**config.mk**
```make
export PLATFORM = sky130hd
export DESIGN_NAME = plc_regs
export DESIGN_NICKNAME = d
export VERILOG_FILES = /design/src/pkg/plc_pkg.sv /design/src/hdl/plc_regs.sv
export SDC_FILE = /design/constraint.sdc
export NUM_CORES = 1
export LEC_CHECK = 0
export BUFFER_PORTS_ARGS = -buffer_cell sky130_fd_sc_hd__buf_4
export CORE_MARGIN = 1
export CORE_UTILIZATION = 45
export DETAILED_ROUTE_END_ITERATION = 12
export GPL_ROUTABILITY_DRIVEN = 0
export PLACE_DENSITY_LB_ADDON = 0.1
export RECOVER_POWER = 100
export SYNTH_ARGS = -nofsm -noshare
export SYNTH_HDL_FRONTEND = slang
export SYNTH_SLANG_ARGS = --single-unit
```
**constraint.sdc**
```tcl
create_clock -name core_clk -period 5.34 [get_ports core_clk]
set_clock_uncertainty 0.1 [all_clocks]
set_input_delay 0.801 -clock core_clk [delete_from_list [all_inputs] [get_ports core_clk]]
set_output_delay 0.801 -clock core_clk [all_outputs]
set_load 0.01 [all_outputs]
```
**src/pkg/plc_pkg.sv**
```systemverilog
package plc_pkg;

  // ----------------------------------------------------------------
  // Register addresses
  // ----------------------------------------------------------------
  localparam logic [4:0]  ADDR_CRC_GOOD  = 5'h12;
  localparam logic [4:0]  ADDR_EXT_MODE  = 5'h13;
  localparam logic [4:0]  ADDR_MODE_SEL  = 5'h1D;
  localparam logic [4:0]  ADDR_BEHAVIOR  = 5'h1E;
  localparam logic [4:0]  ADDR_PAGE      = 5'h1F;
  localparam logic [4:0]  ADDR_PAGE_BASE = 5'h10;

  // ----------------------------------------------------------------
  // Page select codes
  // ----------------------------------------------------------------
  localparam logic [15:0] PAGE_MAIN = 16'h0000;
  localparam logic [15:0] PAGE_EXT1 = 16'h0001;
  localparam logic [15:0] PAGE_EXT2 = 16'h0002;
  localparam logic [15:0] PAGE_GPIO = 16'h0010;
  localparam logic [15:0] PAGE_RST  = 16'h0000;

  // ----------------------------------------------------------------
  // Field positions
  // ----------------------------------------------------------------
  localparam int MODE1_LSB     = 4;
  localparam int MODE0_LSB     = 0;
  localparam int PULSE_EN_BIT  = 12;
  localparam int RATE_LSB      = 10;
  localparam int STRETCH1_BIT  = 6;
  localparam int STRETCH0_BIT  = 5;
  localparam int COMB_DIS1_BIT = 1;
  localparam int COMB_DIS0_BIT = 0;
  localparam int EXT_MODE1_BIT = 13;
  localparam int EXT_MODE0_BIT = 12;
  localparam int CRC_FLAG_BIT  = 15;

  // ----------------------------------------------------------------
  // Values after reset, and the last count before the counter wraps
  // ----------------------------------------------------------------
  localparam logic [3:0]  MODE1_RST = 4'h5;
  localparam logic [3:0]  MODE0_RST = 4'h4;
  localparam logic [1:0]  RATE_RST  = 2'h1;
  localparam logic [13:0] CRC_LAST  = 14'h270F;

  // ----------------------------------------------------------------
  // Timing
  // ----------------------------------------------------------------
  localparam int CLK_KHZ      = 125000;
  localparam int TICK_MS      = 25;
  localparam int TICK_CYCLES  = CLK_KHZ * TICK_MS;
  localparam int PULSE_HZ     = 5000;
  localparam int PULSE_CYCLES = (CLK_KHZ * 1000) / PULSE_HZ;
  localparam int THIS_PORT    = 0;

  typedef enum logic [1:0] {
    PLC_SP_MAIN = 2'b00,
    PLC_SP_EXT1 = 2'b01,
    PLC_SP_OTHER = 2'b10
  } plc_space_t;

endpackage

```
**src/hdl/plc_regs.sv**
```systemverilog
`timescale 1ns/10ps
module plc_regs #(
  parameter int TICK_CYCLES  = plc_pkg::TICK_CYCLES,
  parameter int PULSE_CYCLES = plc_pkg::PULSE_CYCLES
) (
  input  wire logic        core_clk,
  input  wire logic        reset_n,
  input  wire logic [4:0]  mgmt_addr,
  input  wire logic        mgmt_wr,
  input  wire logic        mgmt_rd,
  input  wire logic [15:0] mgmt_wdata,
  output logic      [15:0] mgmt_rdata,
  output logic             gpio_space_sel,
  input  wire logic        good_frame,
  input  wire logic [1:0]  ind_level,
  input  wire logic [1:0]  ind_event,
  input  wire logic [7:0]  pulse_duty,
  output logic      [3:0]  first_indicator_mode,
  output logic      [3:0]  second_indicator_mode,
  output logic             first_indicator_ext,
  output logic             second_indicator_ext,
  output logic             first_indicator_output,
  output logic             second_indicator_output
);
  import plc_pkg::*;

  // ----------------------------------------------------------------
  // Address decode
  // ----------------------------------------------------------------
  logic [15:0] page;
  logic [7:0]  mode_sel;
  logic        pulse_en;
  logic [1:0]  rate;
  logic [1:0]  stretch_sel;
  logic [1:0]  comb_dis;
  logic [1:0]  ext_mode;
  logic        crc_flag;
  logic [13:0] crc_count;
  plc_space_t  space;
  logic        hit_gpio;

  always_comb begin
    hit_gpio = (page == PAGE_GPIO) && (mgmt_addr != ADDR_PAGE);
    if (mgmt_addr < ADDR_PAGE_BASE || page == PAGE_MAIN) begin
      space = PLC_SP_MAIN;
    end else if (page == PAGE_EXT1) begin
      space = PLC_SP_EXT1;
    end else begin
      space = PLC_SP_OTHER;
    end
  end

  // Writes into pages that live outside this slice are dropped here.
  logic wr_main;
  logic wr_ext1;
  logic rd_crc;
  assign wr_main = mgmt_wr && !hit_gpio && space == PLC_SP_MAIN;
  assign wr_ext1 = mgmt_wr && !hit_gpio && space == PLC_SP_EXT1;
  assign rd_crc  = mgmt_rd && !hit_gpio && space == PLC_SP_EXT1
                   && mgmt_addr == ADDR_CRC_GOOD;
  assign gpio_space_sel = hit_gpio;

  // ----------------------------------------------------------------
  // Page select
  // ----------------------------------------------------------------
  always_ff @(posedge core_clk) begin
    if (!reset_n) begin
      page <= PAGE_RST;
    end else if (mgmt_wr && mgmt_addr == ADDR_PAGE) begin
      page <= mgmt_wdata;
    end
  end

  // ----------------------------------------------------------------
  // Indicator control registers
  // ----------------------------------------------------------------
  always_ff @(posedge core_clk) begin
    if (!reset_n) begin
      mode_sel <= {MODE1_RST, MODE0_RST};
    end else if (wr_main && mgmt_addr == ADDR_MODE_SEL) begin
      mode_sel <= mgmt_wdata[7:0];
    end
  end

  always_ff @(posedge core_clk) begin
    if (!reset_n) begin
      pulse_en    <= 1'b0;
      rate        <= RATE_RST;
      stretch_sel <= 2'b00;
      comb_dis    <= 2'b00;
    end else if (wr_main && mgmt_addr == ADDR_BEHAVIOR) begin
      pulse_en    <= mgmt_wdata[PULSE_EN_BIT];
      stretch_sel <= {mgmt_wdata[STRETCH1_BIT], mgmt_wdata[STRETCH0_BIT]};
      comb_dis    <= {mgmt_wdata[COMB_DIS1_BIT], mgmt_wdata[COMB_DIS0_BIT]};
      if (THIS_PORT == 0) begin
        rate <= mgmt_wdata[RATE_LSB +: 2];
      end
    end
  end

  always_ff @(posedge core_clk) begin
    if (!reset_n) begin
      ext_mode <= 2'b00;
    end else if (wr_ext1 && mgmt_addr == ADDR_EXT_MODE) begin
      ext_mode <= {mgmt_wdata[EXT_MODE1_BIT], mgmt_wdata[EXT_MODE0_BIT]};
    end
  end

  assign first_indicator_mode  = mode_sel[MODE0_LSB +: 4];
  assign second_indicator_mode = mode_sel[MODE1_LSB +: 4];
  assign first_indicator_ext   = ext_mode[0];
  assign second_indicator_ext  = ext_mode[1];

  // ----------------------------------------------------------------
  // Good frame counter
  // ----------------------------------------------------------------
  // A frame landing in the read cycle is kept: it counts from zero.
  always_ff @(posedge core_clk) begin
    if (!reset_n) begin
      crc_count <= 14'h0000;
    end else if (good_frame) begin
      if (rd_crc) begin
        crc_count <= 14'h0001;
      end else if (crc_count == CRC_LAST) begin
        crc_count <= 14'h0000;
      end else begin
        crc_count <= crc_count + 14'h0001;
      end
    end else if (rd_crc) begin
      crc_count <= 14'h0000;
    end
  end

  always_ff @(posedge core_clk) begin
    if (!reset_n) begin
      crc_flag <= 1'b0;
    end else if (good_frame) begin
      crc_flag <= 1'b1;
    end else if (rd_crc) begin
      crc_flag <= 1'b0;
    end
  end

  // ----------------------------------------------------------------
  // Read data
  // ----------------------------------------------------------------
  logic [15:0] next_rdata;

  always_comb begin
    next_rdata = 16'h0000;
    if (mgmt_addr == ADDR_PAGE) begin
      next_rdata = page;
    end else if (hit_gpio) begin
      next_rdata = 16'h0000;
    end else if (space == PLC_SP_MAIN) begin
      case (mgmt_addr)
        ADDR_MODE_SEL: next_rdata = {8'h00, mode_sel};
        ADDR_BEHAVIOR: begin
          next_rdata[PULSE_EN_BIT]   = pulse_en;
          next_rdata[RATE_LSB +: 2]  = rate;
          next_rdata[STRETCH1_BIT]   = stretch_sel[1];
          next_rdata[STRETCH0_BIT]   = stretch_sel[0];
          next_rdata[COMB_DIS1_BIT]  = comb_dis[1];
          next_rdata[COMB_DIS0_BIT]  = comb_dis[0];
        end
        default: next_rdata = 16'h0000;
      endcase
    end else if (space == PLC_SP_EXT1) begin
      case (mgmt_addr)
        ADDR_CRC_GOOD: begin
          next_rdata[CRC_FLAG_BIT] = crc_flag;
          next_rdata[13:0]         = crc_count;
        end
        ADDR_EXT_MODE: begin
          next_rdata[EXT_MODE1_BIT] = ext_mode[1];
          next_rdata[EXT_MODE0_BIT] = ext_mode[0];
        end
        default: next_rdata = 16'h0000;
      endcase
    end
  end

  always_ff @(posedge core_clk) begin
    if (!reset_n) begin
      mgmt_rdata <= 16'h0000;
    end else if (mgmt_rd) begin
      mgmt_rdata <= next_rdata;
    end
  end

  // ----------------------------------------------------------------
  // Shared time base
  // ----------------------------------------------------------------
  // One slow tick feeds every output, so all indicators blink in step.
  logic [21:0] tick_cnt;
  logic        tick;
  logic [3:0]  blink_cnt;
  logic        blink_phase;
  logic [4:0]  stretch_len;

  assign tick = (tick_cnt == 22'(TICK_CYCLES - 1));

  always_ff @(posedge core_clk) begin
    if (!reset_n || tick) begin
      tick_cnt <= 22'h000000;
    end else begin
      tick_cnt <= tick_cnt + 22'h000001;
    end
  end

  always_ff @(posedge core_clk) begin
    if (!reset_n) begin
      blink_cnt <= 4'h0;
    end else if (tick) begin
      blink_cnt <= blink_cnt + 4'h1;
    end
  end

  assign blink_phase = blink_cnt[2'd3 - rate];
  assign stretch_len = 5'h02 << (2'd3 - rate);

  // ----------------------------------------------------------------
  // Pulse generator
  // ----------------------------------------------------------------
  logic [15:0] pwm_cnt;
  logic        pwm_on;

  always_ff @(posedge core_clk) begin
    if (!reset_n || pwm_cnt == 16'(PULSE_CYCLES - 1)) begin
      pwm_cnt <= 16'h0000;
    end else begin
      pwm_cnt <= pwm_cnt + 16'h0001;
    end
  end

  assign pwm_on = ({8'h00, pwm_cnt, 8'h00} < 32'(pulse_duty) * 32'(PULSE_CYCLES));

  // ----------------------------------------------------------------
  // Per-output indicator logic
  // ----------------------------------------------------------------
  logic [1:0] ind_out;

  genvar gi;
  generate
    for (gi = 0; gi < 2; gi++) begin : g_ind
      logic [4:0] hold;
      logic       busy;
      logic       shown;
      logic       next_out;

      always_ff @(posedge core_clk) begin
        if (!reset_n) begin
          hold <= 5'h00;
        end else if (ind_event[gi]) begin
          hold <= stretch_len;
        end else if (tick && hold != 5'h00) begin
          hold <= hold - 5'h01;
        end
      end

      assign busy = ind_event[gi] || hold != 5'h00;

      always_comb begin
        if (comb_dis[gi]) begin
          shown = ind_level[gi];
        end else if (!busy) begin
          shown = ind_level[gi];
        end else if (stretch_sel[gi]) begin
          shown = !ind_level[gi];
        end else begin
          shown = blink_phase;
        end
        next_out = shown && (!pulse_en || pwm_on);
      end

      always_ff @(posedge core_clk) begin
        if (!reset_n) begin
          ind_out[gi] <= 1'b0;
        end else begin
          ind_out[gi] <= next_out;
        end
      end
    end
  endgenerate

  assign first_indicator_output  = ind_out[0];
  assign second_indicator_output = ind_out[1];

  // ----------------------------------------------------------------
  // Checks
  // ----------------------------------------------------------------
  chk_page_reset: assert property (@(posedge core_clk)
    !reset_n |=> page == PAGE_MAIN)
    else $error("page select not zero after reset");

  chk_mode_reset: assert property (@(posedge core_clk)
    !reset_n |=> first_indicator_mode == 4'h4 && second_indicator_mode == 4'h5)
    else $error("indicator mode defaults wrong");

  chk_crc_wrap: assert property (@(posedge core_clk) disable iff (!reset_n)
    good_frame && !rd_crc && crc_count == 14'h270F |=> crc_count == 14'h0000)
    else $error("counter did not wrap after 9999");

  chk_crc_bound: assert property (@(posedge core_clk) disable iff (!reset_n)
    crc_count <= 14'h270F)
    else $error("counter above 9999");

  chk_crc_clear: assert property (@(posedge core_clk) disable iff (!reset_n)
    rd_crc && !good_frame |=> crc_count == 14'h0000 && !crc_flag)
    else $error("counter not cleared by read");

  chk_flag_set: assert property (@(posedge core_clk) disable iff (!reset_n)
    good_frame |=> crc_flag && (crc_count != $past(crc_count) || $past(rd_crc)))
    else $error("frame did not set flag and count");

  chk_read_frame: assert property (@(posedge core_clk) disable iff (!reset_n)
    rd_crc && good_frame |=> crc_flag && crc_count == 14'h0001)
    else $error("frame lost when it met a counter read");

  chk_low_addr: assert property (@(posedge core_clk) disable iff (!reset_n)
    page == PAGE_EXT1 && mgmt_addr < ADDR_PAGE_BASE |-> space == PLC_SP_MAIN)
    else $error("low address redirected by page one");

  chk_gpio_page: assert property (@(posedge core_clk) disable iff (!reset_n)
    page == PAGE_GPIO && mgmt_wr && mgmt_addr == ADDR_MODE_SEL |=> $stable(mode_sel))
    else $error("gpio page write reached main register");

  chk_pulse_gate: assert property (@(posedge core_clk) disable iff (!reset_n)
    pulse_en && !pwm_on ##1 pulse_en |-> !first_indicator_output)
    else $error("indicator on outside pulse window");

  chk_rate_shared: assert property (@(posedge core_clk) disable iff (!reset_n)
    ind_event[0] ##1 !ind_event[0] |-> g_ind[0].hold == $past(stretch_len))
    else $error("stretch length not from shared rate");

endmodule

```
==> impl_results.html, run 1 <==
<table>
<tr><th>Metric</th><th>Value</th></tr>
<tr><th colspan="2">Routing</th></tr>
<tr><td>Post-DR vias/cell</td><td>5.406</td></tr>
<tr><td>Post-detailed-route wirelength per cell</td><td>15.20 um</td></tr>
<tr><td>First-pass DRT Iterations</td><td>4</td></tr>
<tr><td>Detailed Route WL</td><td>17,330 um</td></tr>
<tr><td>DRC violations left</td><td>0</td></tr>
<tr><td>Detailed Route Iter0 Violations</td><td>427</td></tr>
<tr><td>Via Count</td><td>6,163</td></tr>
<tr><td>Remaining number of nets flagged by the antenna check after routing</td><td>0</td></tr>
<tr><th colspan="2">Yosys</th></tr>
<tr><td>Number of distinct standard cells referenced by the synthesized netlist</td><td>58</td></tr>
<tr><td>Post-synth top area share</td><td>0.3246</td></tr>
<tr><td>Number of register bits inferred by synthesis</td><td>118</td></tr>
<tr><td>Post-synth EDFFs</td><td>0</td></tr>
<tr><td>Number of instances in the synthesized netlist</td><td>851</td></tr>
<tr><td>Synth Cell Area</td><td>0.007277 mm2</td></tr>
<tr><td>Cell with the most instances after synthesis</td><td>sky130_fd_sc_hd__dfxtp_1</td></tr>
<tr><td>Post-synth top cells</td><td>sky130_fd_sc_hd__dfxtp_1, sky130_fd_sc_hd__nand2_1, sky130_fd_sc_hd__nor2_1, sky130_fd_sc_hd__ha_1, sky130_fd_sc_hd__nand3_1</td></tr>
<tr><td>Share of async-settable or async-resettable flops after synthesis</td><td>0</td></tr>
<tr><td>Synth warnings</td><td>0</td></tr>
<tr><td>Primary flip-flop cell chosen by synthesis mapping</td><td>sky130_fd_sc_hd__dfxtp_1</td></tr>
<tr><td>Sequential share of the synthesized area</td><td>0.3246</td></tr>
<tr><td>Dominant cell type by area after synthesis</td><td>sky130_fd_sc_hd__dfxtp_1</td></tr>
<tr><td>Synth Area per Inst</td><td>8.551 um2</td></tr>
<tr><td>Syn Nets</td><td>977</td></tr>
<tr><td>Cells taking the most area after synthesis</td><td>sky130_fd_sc_hd__dfxtp_1, sky130_fd_sc_hd__ha_1, sky130_fd_sc_hd__nand2_1</td></tr>
<tr><th colspan="2">Worst setup path</th></tr>
<tr><td>Worst R2R End</td><td>mode_sel[6]$_SDFFE_PN1P_</td></tr>
<tr><td>Highest cell delay on the worst timing path</td><td>540 ps</td></tr>
<tr><td>Reg2Reg Launch Point</td><td>page[7]$_SDFFE_PN0P_</td></tr>
<tr><td>Cell occurring most often along the worst timing path</td><td>sky130_fd_sc_hd__ha_1</td></tr>
<tr><td>Timing endpoint of the critical path</td><td>first_indicator_output$_SDFF_PN0_</td></tr>
<tr><td>Slowest library cell on the worst path</td><td>sky130_fd_sc_hd__fa_1</td></tr>
<tr><td>Count of cell instances traversed by the critical path</td><td>19</td></tr>
<tr><td>Arrival time reported for the critical path endpoint</td><td>5220 ps</td></tr>
<tr><td>Cell family contributing the most delay on the critical path</td><td>adder cells</td></tr>
<tr><td>Biggest fanout along the worst timing path</td><td>5</td></tr>
<tr><td>Flop-to-flop setup slack</td><td>1130 ps</td></tr>
<tr><td>Startpoint kind of the worst setup timing path</td><td>input port</td></tr>
<tr><td>Element type at the critical path end</td><td>flip-flop</td></tr>
<tr><td>R2R cell count</td><td>6</td></tr>
<tr><td>Worst EP required</td><td>5570 ps</td></tr>
<tr><td>Worst-path cell chain</td><td>buf_4 &gt; ha_1 &gt; fa_1 &gt; fa_1 &gt; ha_1 &gt; ha_1 &gt; a21o_1 &gt; a221oi_1 &gt; o21ai_0 &gt; a21o_1 &gt; a21oi_1 &gt; xor2_1 &gt; ha_1 &gt; a21o_1 &gt; a21oi_1 &gt; nor2b_1 &gt; o21ai_0 &gt; o21ai_0 &gt; nor3_1</td></tr>
<tr><td>Number of buffer and inverter stages on the critical path</td><td>1</td></tr>
<tr><td>Classification of the worst setup path</td><td>in2reg</td></tr>
<tr><td>Critical Path Source</td><td>pulse_duty[3]</td></tr>
<tr><th colspan="2">STA</th></tr>
<tr><td>Share of the clock period used by the worst path</td><td>0.9351</td></tr>
<tr><td>Post-route worst hold slack</td><td>343.1 ps</td></tr>
<tr><td>Setup repair after global routing missed its margin</td><td>false</td></tr>
<tr><td>Worst path setup slack after routing</td><td>346.4 ps</td></tr>
<tr><td>Highest attainable clock frequency</td><td>0.2003 GHz</td></tr>
<tr><td>Final hold violations</td><td>0</td></tr>
<tr><td>Number of max-slew violations in the final report</td><td>9</td></tr>
<tr><td>Worst-case headroom to the max-slew limit</td><td>-0.6319</td></tr>
<tr><td># setup viols final</td><td>0</td></tr>
<tr><td>Minimum clock period after layout</td><td>4994 ps</td></tr>
<tr><td>Slew at the pin closest to its max-slew limit</td><td>2426 ps</td></tr>
<tr><th colspan="2">Final layout</th></tr>
<tr><td>Final design area excluding fillers</td><td>0.008389 mm2</td></tr>
<tr><td>Fraction of layout instances using a drive strength above 1</td><td>0.09416</td></tr>
<tr><td>Fillers</td><td>1,530</td></tr>
<tr><td>Layout-stage area growth over the synthesis result</td><td>15.29%</td></tr>
<tr><td>Fraction of the core area covered by cells at the end of the flow</td><td>0.5300</td></tr>
<tr><td>Antenna diode count</td><td>0</td></tr>
<tr><td>Layout Nets</td><td>1,037</td></tr>
<tr><th colspan="2">CTS</th></tr>
<tr><td>Cts hold-fix bufs</td><td>0</td></tr>
<tr><td>Clock transition at the registers of the reported paths</td><td>50 ps</td></tr>
<tr><td>CTS-repair resized insts</td><td>0</td></tr>
<tr><td>Num CTS Buffers</td><td>17</td></tr>
<tr><td>Insertion delay of the later-clocked pin in the worst-skew pair</td><td>420 ps</td></tr>
<tr><td>CTS tree</td><td>yes</td></tr>
<tr><td>CTS H-tree depth</td><td>4</td></tr>
<tr><td>Total clock sinks</td><td>118</td></tr>
<tr><td>Bufs on Longest Clock Path</td><td>2</td></tr>
<tr><td>Number of buffers inserted to repair setup after CTS</td><td>0</td></tr>
<tr><td>Clock tree root buffer cell</td><td>sky130_fd_sc_hd__clkbuf_16</td></tr>
<tr><th colspan="2">Global routing</th></tr>
<tr><td>Wire length of the first global-routing pass</td><td>28,480 um</td></tr>
<tr><td>Pin count of the biggest net entering global routing</td><td>74</td></tr>
<tr><td>Global-route usage over all layers</td><td>0.2189</td></tr>
<tr><td>Global route overflow</td><td>0</td></tr>
<tr><td>Number of global-route vias before repair</td><td>5,810</td></tr>
<tr><td>Initial antenna violation count</td><td>0</td></tr>
<tr><th colspan="2">Placed design</th></tr>
<tr><td>Placement-stage cell area</td><td>0.007993 mm2</td></tr>
<tr><td>Setup slack at placement</td><td>-67.68 ps</td></tr>
<tr><td>Number of buffers added on ports</td><td>66</td></tr>
<tr><td>Total half-perimeter wirelength after legalization and detailed placement</td><td>13,100 um</td></tr>
<tr><th colspan="2">Power</th></tr>
<tr><td>Leak Pwr</td><td>0.003515 uW</td></tr>
<tr><td>Net Sw Power</td><td>761.9 uW</td></tr>
<tr><td>Sequential cell fraction of total power</td><td>0.349</td></tr>
<tr><td>Relative contribution of combinational cells to total power</td><td>0.233</td></tr>
<tr><td>Clock network power share</td><td>0.417</td></tr>
<tr><td>Switching portion of total power</td><td>0.2922</td></tr>
<tr><td>Internal power</td><td>1846 uW</td></tr>
<tr><td>Maximum resistive drop on vdd</td><td>248.2 uV</td></tr>
<tr><td>Power density cells</td><td>310.8 mW/mm2</td></tr>
<tr><th colspan="2">Floorplan</th></tr>
<tr><td>Top-level I/O count</td><td>67</td></tr>
<tr><td>Die outline area</td><td>0.01668 mm2</td></tr>
<tr><td>Initial standard-cell utilization of the core</td><td>0.4598</td></tr>
<tr><td>Die height</td><td>129.2 um</td></tr>
<tr><td>Site row count</td><td>46</td></tr>
<tr><td>Placeable Area</td><td>0.01583 mm2</td></tr>
<tr><td>Die outline width</td><td>129.2 um</td></tr>
<tr><th colspan="2">Run status</th></tr>
<tr><td>Violations in the final reports</td><td>max-capacitance violations, max-slew violations</td></tr>
<tr><td>Run status</td><td>complete, but fails checks</td></tr>
<tr><th colspan="2">Hold path</th></tr>
<tr><td>Worst hold path type</td><td>reg2reg</td></tr>
<tr><th colspan="2">Job</th></tr>
<tr><td>Max Cap Violations</td><td>1</td></tr>
</table>
-- layout by cell type, fill, tap and decap left out, drive strengths merged, types with 14 or more instances in the layout --
master	count
mux2i	22
dfxtp	118
xor2	32
nand3	43
nor2b	18
nor2	95
buf	39
a21boi	20
xnor2	22
nand2	104
ha	76
inv	28
nor3	19
clkbuf	55
a21oi	31
and3	14
o21ai	33
-- logic make-up after synthesis --
family                     synth area share
adders and majority gates            0.1637
AOI/OAI and AO/OA                    0.1333
and+or+nand+nor                      0.2426
buffers and inverters               0.03129
xor gates and xnor gates            0.06499
DFF                                  0.3246
muxes                               0.03955
-- through the flow --
| stage | TNS, ps | power, uW | instances |
|---|---|---|---|
| after global placement | 0 | 1525 | 1108 |
| after floorplan | 0 | 1371 | 851 |
| after detailed placement | -135.3 | 1546 | 1108 |
| after CTS | 0 | 2639 | 1140 |
| final | 0 | 2608 | 1140 |
| after global routing | 0 | 2762 | 1140 |
-- worst min path at each step --
stage	from	to	slack (ps)	depth (start not counted)
floorplan	tick_cnt[0]$_SDFF_PP0_	tick_cnt[0]$_SDFF_PP0_	320	1
global placement	tick_cnt[0]$_SDFF_PP0_	tick_cnt[0]$_SDFF_PP0_	330	1
detailed placement	tick_cnt[0]$_SDFF_PP0_	tick_cnt[0]$_SDFF_PP0_	340	1
CTS	tick_cnt[0]$_SDFF_PP0_	tick_cnt[0]$_SDFF_PP0_	350	1
global route	tick_cnt[0]$_SDFF_PP0_	tick_cnt[0]$_SDFF_PP0_	380	1
finish	tick_cnt[0]$_SDFF_PP0_	tick_cnt[0]$_SDFF_PP0_	340	1
-- power groups by stage --
| stage | Clock (uW) | Sequential (uW) | Combinational [uW] |
|---|---|---|---|
| 3_5_place_dp | 0 | 930 | 615 |
| 5_1_grt | 1160 | 913 | 694 |
| 3_3_place_gp | 0 | 930 | 595 |
| 2_1_floorplan | 0 | 929 | 442 |
| 6_report | 1090 | 911 | 608 |
| 4_1_cts | 1110 | 911 | 622 |
-- layer usage --
| metal | global-route usage | part of all wire | vias to the layer above | wire (um) |
|---|---|---|---|---|
| met2 | 0.3314 | 0.45 | 96 | 7803 |
| met3 | 0.05326 | 0.037 | 10 | 645 |
| met1 | 0.3115 | 0.50 | 2923 | 8736 |
| met5 | 0 | 0 | - | 0 |
| met4 | 0.05260 | 0.0082 | 0 | 142 |
| li1 | - | - | 3134 | - |
-- worst reg2reg max path, stage by stage (launching register included) --
cell                      delay (ps)
sky130_fd_sc_hd__dfxtp_1         370
sky130_fd_sc_hd__nor4_1          490
sky130_fd_sc_hd__nand2_1         210
sky130_fd_sc_hd__or4_1           580
sky130_fd_sc_hd__nor4_1         1900
sky130_fd_sc_hd__mux2i_1         330
sky130_fd_sc_hd__nand2_1          70
-- state kept, by name, indices dropped and copies added (netlist names) --
| register | cells |
|---|---|
| second_indicator_output | 1 |
| ext_mode | 2 |
| pwm_cnt | 16 |
| tick_cnt | 22 |
| blink_cnt | 4 |
| stretch_sel | 2 |
| page | 16 |
| rate | 2 |
| g_ind.hold | 10 |
| comb_dis | 2 |
| mode_sel | 8 |
| crc_flag | 1 |
| crc_count | 14 |
| mgmt_rdata | 16 |
| first_indicator_output | 1 |
| pulse_en | 1 |
-- layout make-up --
| cell class | instances | area (um2) | area share |
|---|---|---|---|
| Timing Repair Buffer | 74 | 425.4 | 0.05071 |
| Sequential cell | 118 | 2362 | 0.2816 |
| Inverter | 27 | 101.3 | 0.01208 |
| Multi-Input combinational cell | 673 | 4661 | 0.5556 |
| Clock buffer | 20 | 466.7 | 0.05563 |
| Clock inverter | 12 | 102.6 | 0.01223 |
| Tap cell | 216 | 270.3 | 0.03221 |
(Power assumes the default switching activity.)
==> run 2: changes to the inputs <==
--- a/config.mk
+++ b/config.mk
@@ -5,6 +5,7 @@
 export SDC_FILE = /design/constraint.sdc
 export NUM_CORES = 1
 export LEC_CHECK = 0
+export ABC_AREA = 1
 export BUFFER_PORTS_ARGS = -buffer_cell sky130_fd_sc_hd__buf_4
 export CORE_MARGIN = 1
 export CORE_UTILIZATION = 45
==> impl_results.html, run 2 <==
<table>
<tr><th>Metric</th><th>Value</th></tr>
<tr><th colspan="2">STA</th></tr>
<tr><td>Setup repair after global routing missed its margin</td><td>false</td></tr>
<tr><td>Highest attainable clock frequency</td><td>0.2119 GHz (+5.8%)</td></tr>
<tr><td>Worst path setup slack after routing</td><td>620.7 ps (+274.3 ps)</td></tr>
<tr><td>Slew at the pin closest to its max-slew limit</td><td>2047 ps (-378.7 ps)</td></tr>
<tr><td># setup viols final</td><td>0 (unchanged)</td></tr>
<tr><td>Worst-case headroom to the max-slew limit</td><td>-0.3646 (+0.2674)</td></tr>
<tr><td>Number of max-slew violations in the final report</td><td>86 (+77)</td></tr>
<tr><td>Minimum clock period after layout</td><td>4719 ps (-274.3 ps)</td></tr>
<tr><td>TNS Setup</td><td>0 ps (unchanged)</td></tr>
<tr><td>Final hold violations</td><td>0 (unchanged)</td></tr>
<tr><td>Share of the clock period used by the worst path</td><td>0.8838 (-0.05137)</td></tr>
<tr><th colspan="2">Final layout</th></tr>
<tr><td>Most flops, register</td><td>tick_cnt</td></tr>
<tr><td>Number of flip-flops in the largest register</td><td>22 (unchanged)</td></tr>
<tr><td>Layout-stage area growth over the synthesis result</td><td>14.32%</td></tr>
<tr><td>Fin cells</td><td>1,412 (+24%)</td></tr>
<tr><td>Most common cell after layout, fill and taps aside</td><td>sky130_fd_sc_hd__nand2_1</td></tr>
<tr><td>Antenna diode count</td><td>0 (unchanged)</td></tr>
<tr><td>Top library cells by usage in the layout, fill and taps aside</td><td>sky130_fd_sc_hd__nand2_1, sky130_fd_sc_hd__nor2_1, sky130_fd_sc_hd__inv_1</td></tr>
<tr><td>Fillers</td><td>1,784 (+17%)</td></tr>
<tr><td>Layout Nets</td><td>1,306 (+26%)</td></tr>
<tr><td>Fraction of layout instances using a drive strength above 1</td><td>0.07718 (-0.01697)</td></tr>
<tr><th colspan="2">Power</th></tr>
<tr><td>Net Sw Power</td><td>827.6 uW (+8.6%)</td></tr>
<tr><td>Relative contribution of combinational cells to total power</td><td>0.245 (+0.012)</td></tr>
<tr><td>Internal power</td><td>1912 uW (+3.6%)</td></tr>
<tr><td>Clock network power share</td><td>0.417 (about the same)</td></tr>
<tr><td>Maximum resistive drop on vdd</td><td>272.6 uV (+9.8%)</td></tr>
<tr><td>Leak Pwr</td><td>0.003948 uW (+12%)</td></tr>
<tr><td>Sequential cell fraction of total power</td><td>0.338 (-0.011)</td></tr>
<tr><td>Power density cells</td><td>305.8 mW/mm2 (-1.6%)</td></tr>
<tr><td>Switching portion of total power</td><td>0.3021 (+0.009897)</td></tr>
<tr><th colspan="2">Worst setup path</th></tr>
<tr><td>Biggest fanout along the worst timing path</td><td>4 (-1)</td></tr>
<tr><td>Highest cell delay on the worst timing path</td><td>490 ps (-50 ps)</td></tr>
<tr><td>Slowest library cell on the worst path</td><td>sky130_fd_sc_hd__fa_1</td></tr>
<tr><td>Cell occurring most often along the worst timing path</td><td>sky130_fd_sc_hd__ha_1</td></tr>
<tr><td>Reg2Reg Launch Point</td><td>tick_cnt[0]$_SDFF_PP0_</td></tr>
<tr><td>Startpoint kind of the worst setup timing path</td><td>input port</td></tr>
<tr><td>Classification of the worst setup path</td><td>in2reg</td></tr>
<tr><td>Arrival time reported for the critical path endpoint</td><td>4920 ps (-300 ps)</td></tr>
<tr><td>Element type at the critical path end</td><td>flip-flop</td></tr>
<tr><td>Critical Path Source</td><td>pulse_duty[2]</td></tr>
<tr><td>Worst-path cell chain</td><td>clkbuf_1 &gt; ha_1 &gt; ha_1 &gt; inv_1 &gt; fa_1 &gt; inv_1 &gt; fa_1 &gt; ha_1 &gt; nand3_1 &gt; nand2_1 &gt; a21oi_1 &gt; o21ai_0 &gt; nand3b_1 &gt; nand3_1 &gt; nand2_1 &gt; ha_1 &gt; nand4_1 &gt; nor2_1 &gt; nand4_1 &gt; nand3_1 &gt; a21oi_1</td></tr>
<tr><td>Worst EP required</td><td>5540 ps (-30 ps)</td></tr>
<tr><th colspan="2">CTS</th></tr>
<tr><td>CTS H-tree depth</td><td>4 (unchanged)</td></tr>
<tr><td>CTS-repair resized insts</td><td>0 (unchanged)</td></tr>
<tr><td>CTS tree</td><td>yes</td></tr>
<tr><td>Insertion delay of the later-clocked pin in the worst-skew pair</td><td>420 ps (about the same)</td></tr>
<tr><td>Clock tree root buffer cell</td><td>sky130_fd_sc_hd__clkbuf_16</td></tr>
<tr><td>Clock transition at the registers of the reported paths</td><td>50 ps (about the same)</td></tr>
<tr><td>Num CTS Buffers</td><td>17 (unchanged)</td></tr>
<tr><td>Total clock sinks</td><td>118 (unchanged)</td></tr>
<tr><td>Number of buffers inserted to repair setup after CTS</td><td>0 (unchanged)</td></tr>
<tr><td>Bufs on Longest Clock Path</td><td>2 (unchanged)</td></tr>
<tr><td>Cts hold-fix bufs</td><td>0 (unchanged)</td></tr>
<tr><th colspan="2">Floorplan</th></tr>
<tr><td>Initial standard-cell utilization of the core</td><td>0.4660 (+0.006239)</td></tr>
<tr><td>Placeable Area</td><td>0.01682 mm2 (+6.3%)</td></tr>
<tr><td>Die outline area</td><td>0.01795 mm2 (+7.6%)</td></tr>
<tr><td>Site row count</td><td>47 (+2.2%)</td></tr>
<tr><td>Top-level I/O count</td><td>67 (unchanged)</td></tr>
<tr><td>Die height</td><td>134.0 um (+3.7%)</td></tr>
<tr><td>Die outline width</td><td>134.0 um (+3.7%)</td></tr>
<tr><th colspan="2">Global routing</th></tr>
<tr><td>Wire length of the first global-routing pass</td><td>33,020 um (+16%)</td></tr>
<tr><td>Global route overflow</td><td>0 (unchanged)</td></tr>
<tr><td>Initial antenna violation count</td><td>0 (unchanged)</td></tr>
<tr><td>Pin count of the biggest net entering global routing</td><td>49 (-34%)</td></tr>
<tr><td>Global-route usage over all layers</td><td>0.2320 (+0.01302)</td></tr>
<tr><td>Number of global-route vias before repair</td><td>6,787 (+17%)</td></tr>
<tr><th colspan="2">Yosys</th></tr>
<tr><td>Synth Cell Area</td><td>0.007838 mm2 (+7.7%)</td></tr>
<tr><td>Number of instances in the synthesized netlist</td><td>1,119 (+31%)</td></tr>
<tr><td>Dominant cell type by area after synthesis</td><td>sky130_fd_sc_hd__dfxtp_1</td></tr>
<tr><td>Post-synth top cells</td><td>sky130_fd_sc_hd__nand2_1, sky130_fd_sc_hd__nor2_1, sky130_fd_sc_hd__inv_1, sky130_fd_sc_hd__dfxtp_1, sky130_fd_sc_hd__nand3_1</td></tr>
<tr><td>Cell with the most instances after synthesis</td><td>sky130_fd_sc_hd__nand2_1</td></tr>
<tr><td>Post-synth top area share</td><td>0.3014 (-0.02322)</td></tr>
<tr><td>Number of register bits inferred by synthesis</td><td>118 (unchanged)</td></tr>
<tr><td>Share of async-settable or async-resettable flops after synthesis</td><td>0 (unchanged)</td></tr>
<tr><td>Cells taking the most area after synthesis</td><td>sky130_fd_sc_hd__dfxtp_1, sky130_fd_sc_hd__ha_1, sky130_fd_sc_hd__nand2_1</td></tr>
<tr><td>Primary flip-flop cell chosen by synthesis mapping</td><td>sky130_fd_sc_hd__dfxtp_1</td></tr>
<tr><td>Number of distinct standard cells referenced by the synthesized netlist</td><td>43 (-26%)</td></tr>
<tr><td>Post-synth EDFFs</td><td>0 (unchanged)</td></tr>
<tr><td>Sequential share of the synthesized area</td><td>0.3014 (-0.02322)</td></tr>
<tr><td>Syn Nets</td><td>1,245 (+27%)</td></tr>
<tr><td>Synth warnings</td><td>0 (unchanged)</td></tr>
<tr><td>Synth Area per Inst</td><td>7.004 um2 (-18%)</td></tr>
<tr><th colspan="2">Run status</th></tr>
<tr><td>Violations in the final reports</td><td>max-capacitance violations, max-slew violations</td></tr>
<tr><td>Run status</td><td>complete, but fails checks</td></tr>
<tr><th colspan="2">Routing</th></tr>
<tr><td>Highest Signal Layer</td><td>met4</td></tr>
<tr><td>DRC violations left</td><td>0 (unchanged)</td></tr>
<tr><td>Detailed route wirelength on metal2</td><td>9284 um (+19%)</td></tr>
<tr><td>Detailed Route Iter0 Violations</td><td>450 (+5.4%)</td></tr>
<tr><td>Remaining number of nets flagged by the antenna check after routing</td><td>0 (unchanged)</td></tr>
<tr><td>Met3 routed WL</td><td>687 um (+6.5%)</td></tr>
<tr><td>Post-DR vias/cell</td><td>5.259 (-2.7%)</td></tr>
<tr><td>First-pass DRT Iterations</td><td>5 (+1)</td></tr>
<tr><td>Via Count</td><td>7,426 (+20%)</td></tr>
<tr><td>Post-Route M1 WL</td><td>9538 um (+9.2%)</td></tr>
<tr><td>Detailed Route WL</td><td>19,940 um (+15%)</td></tr>
<tr><td>Post-detailed-route wirelength per cell</td><td>14.12 um (-7.1%)</td></tr>
<tr><th colspan="2">Placed design</th></tr>
<tr><td>Total half-perimeter wirelength after legalization and detailed placement</td><td>15,110 um (+15%)</td></tr>
<tr><td>Number of buffers added on ports</td><td>66 (unchanged)</td></tr>
<tr><td>Cell Count Post-Placement</td><td>1,381 (+25%)</td></tr>
<tr><td>Setup slack at placement</td><td>207.1 ps (+274.7 ps)</td></tr>
<tr><th colspan="2">Hold path</th></tr>
<tr><td>Worst hold path type</td><td>reg2reg</td></tr>
<tr><td>Launch point of the worst hold path</td><td>tick_cnt[0]$_SDFF_PP0_</td></tr>
<tr><th colspan="2">Job</th></tr>
<tr><td>Max Cap Violations</td><td>2 (+1)</td></tr>
</table>
==> run 2: worst paths after layout <==
check        slack [ps]                            endpoint  cells past startpoint
min                 350              tick_cnt[0]$_SDFF_PP0_                      1
max reg2reg        2840             tick_cnt[20]$_SDFF_PP0_                     10
min reg2reg         350              tick_cnt[0]$_SDFF_PP0_                      1
max                 620  second_indicator_output$_SDFF_PN0_                     21
==> run 2: cells by family after synthesis <==
group                      count (synthesis)  synth area share
adders and majority gates                 88            0.1520
xor gates and xnor gates                  31           0.03464
buffers and inverters                    162           0.08110
DFF                                      118            0.3014
AOI/OAI and AO/OA                        199            0.1320
and+or+nand+nor                          521            0.2989
==> run 2: critical path: cells and delay by family <==
family / cells / cell delay, ps
AND/OR/NAND/NOR: 9 / 1100
AO/OA/AOI/OAI: 3 / 560
adder cells (fa/ha/maj): 6 / 2230
buffers and inverters: 3 / 240
==> run 2: power by group through the flow <==
stage,logic [uW],registers [uW],clock network [uW]
finish,672,925,1140
global route,775,928,1200
CTS,690,926,1160
detailed placement,686,944,0
global placement,679,944,0
floorplan,503,942,0
==> run 2: final cells by class <==
type                       instances  area [um2]  share of cell area
multi-input combinational        839        4830              0.5390
clock inverter                     7       95.09             0.01061
tap                              220       275.3             0.03072
timing repair buffer              69       397.9             0.04441
inverter                         135       508.0             0.05670
sequential                       118        2362              0.2637
clock buffer                      24       491.7             0.05488
==> run 2: metrics by stage <==
stage / hold slack [ps] / total power (uW) / util / area, um2
after floorplan: 317.5 / 1445 / - / 7838
after global placement: 330.9 / 1623 / 0.5056 / 8503
after detailed placement: 338.5 / 1630 / 0.5056 / 8503
after CTS: 351.5 / 2776 / 0.5405 / 9090
after global routing: 377.9 / 2904 / 0.5327 / 8960
final: 345.9 / 2740 / 0.5327 / 8960
==> run 2: metal layers <==
layer / vias up / track usage
met5: - / 0
met4: 0 / 0.09343
met3: 34 / 0.03779
met2: 154 / 0.3805
met1: 3397 / 0.3028
li1: 3841 / -
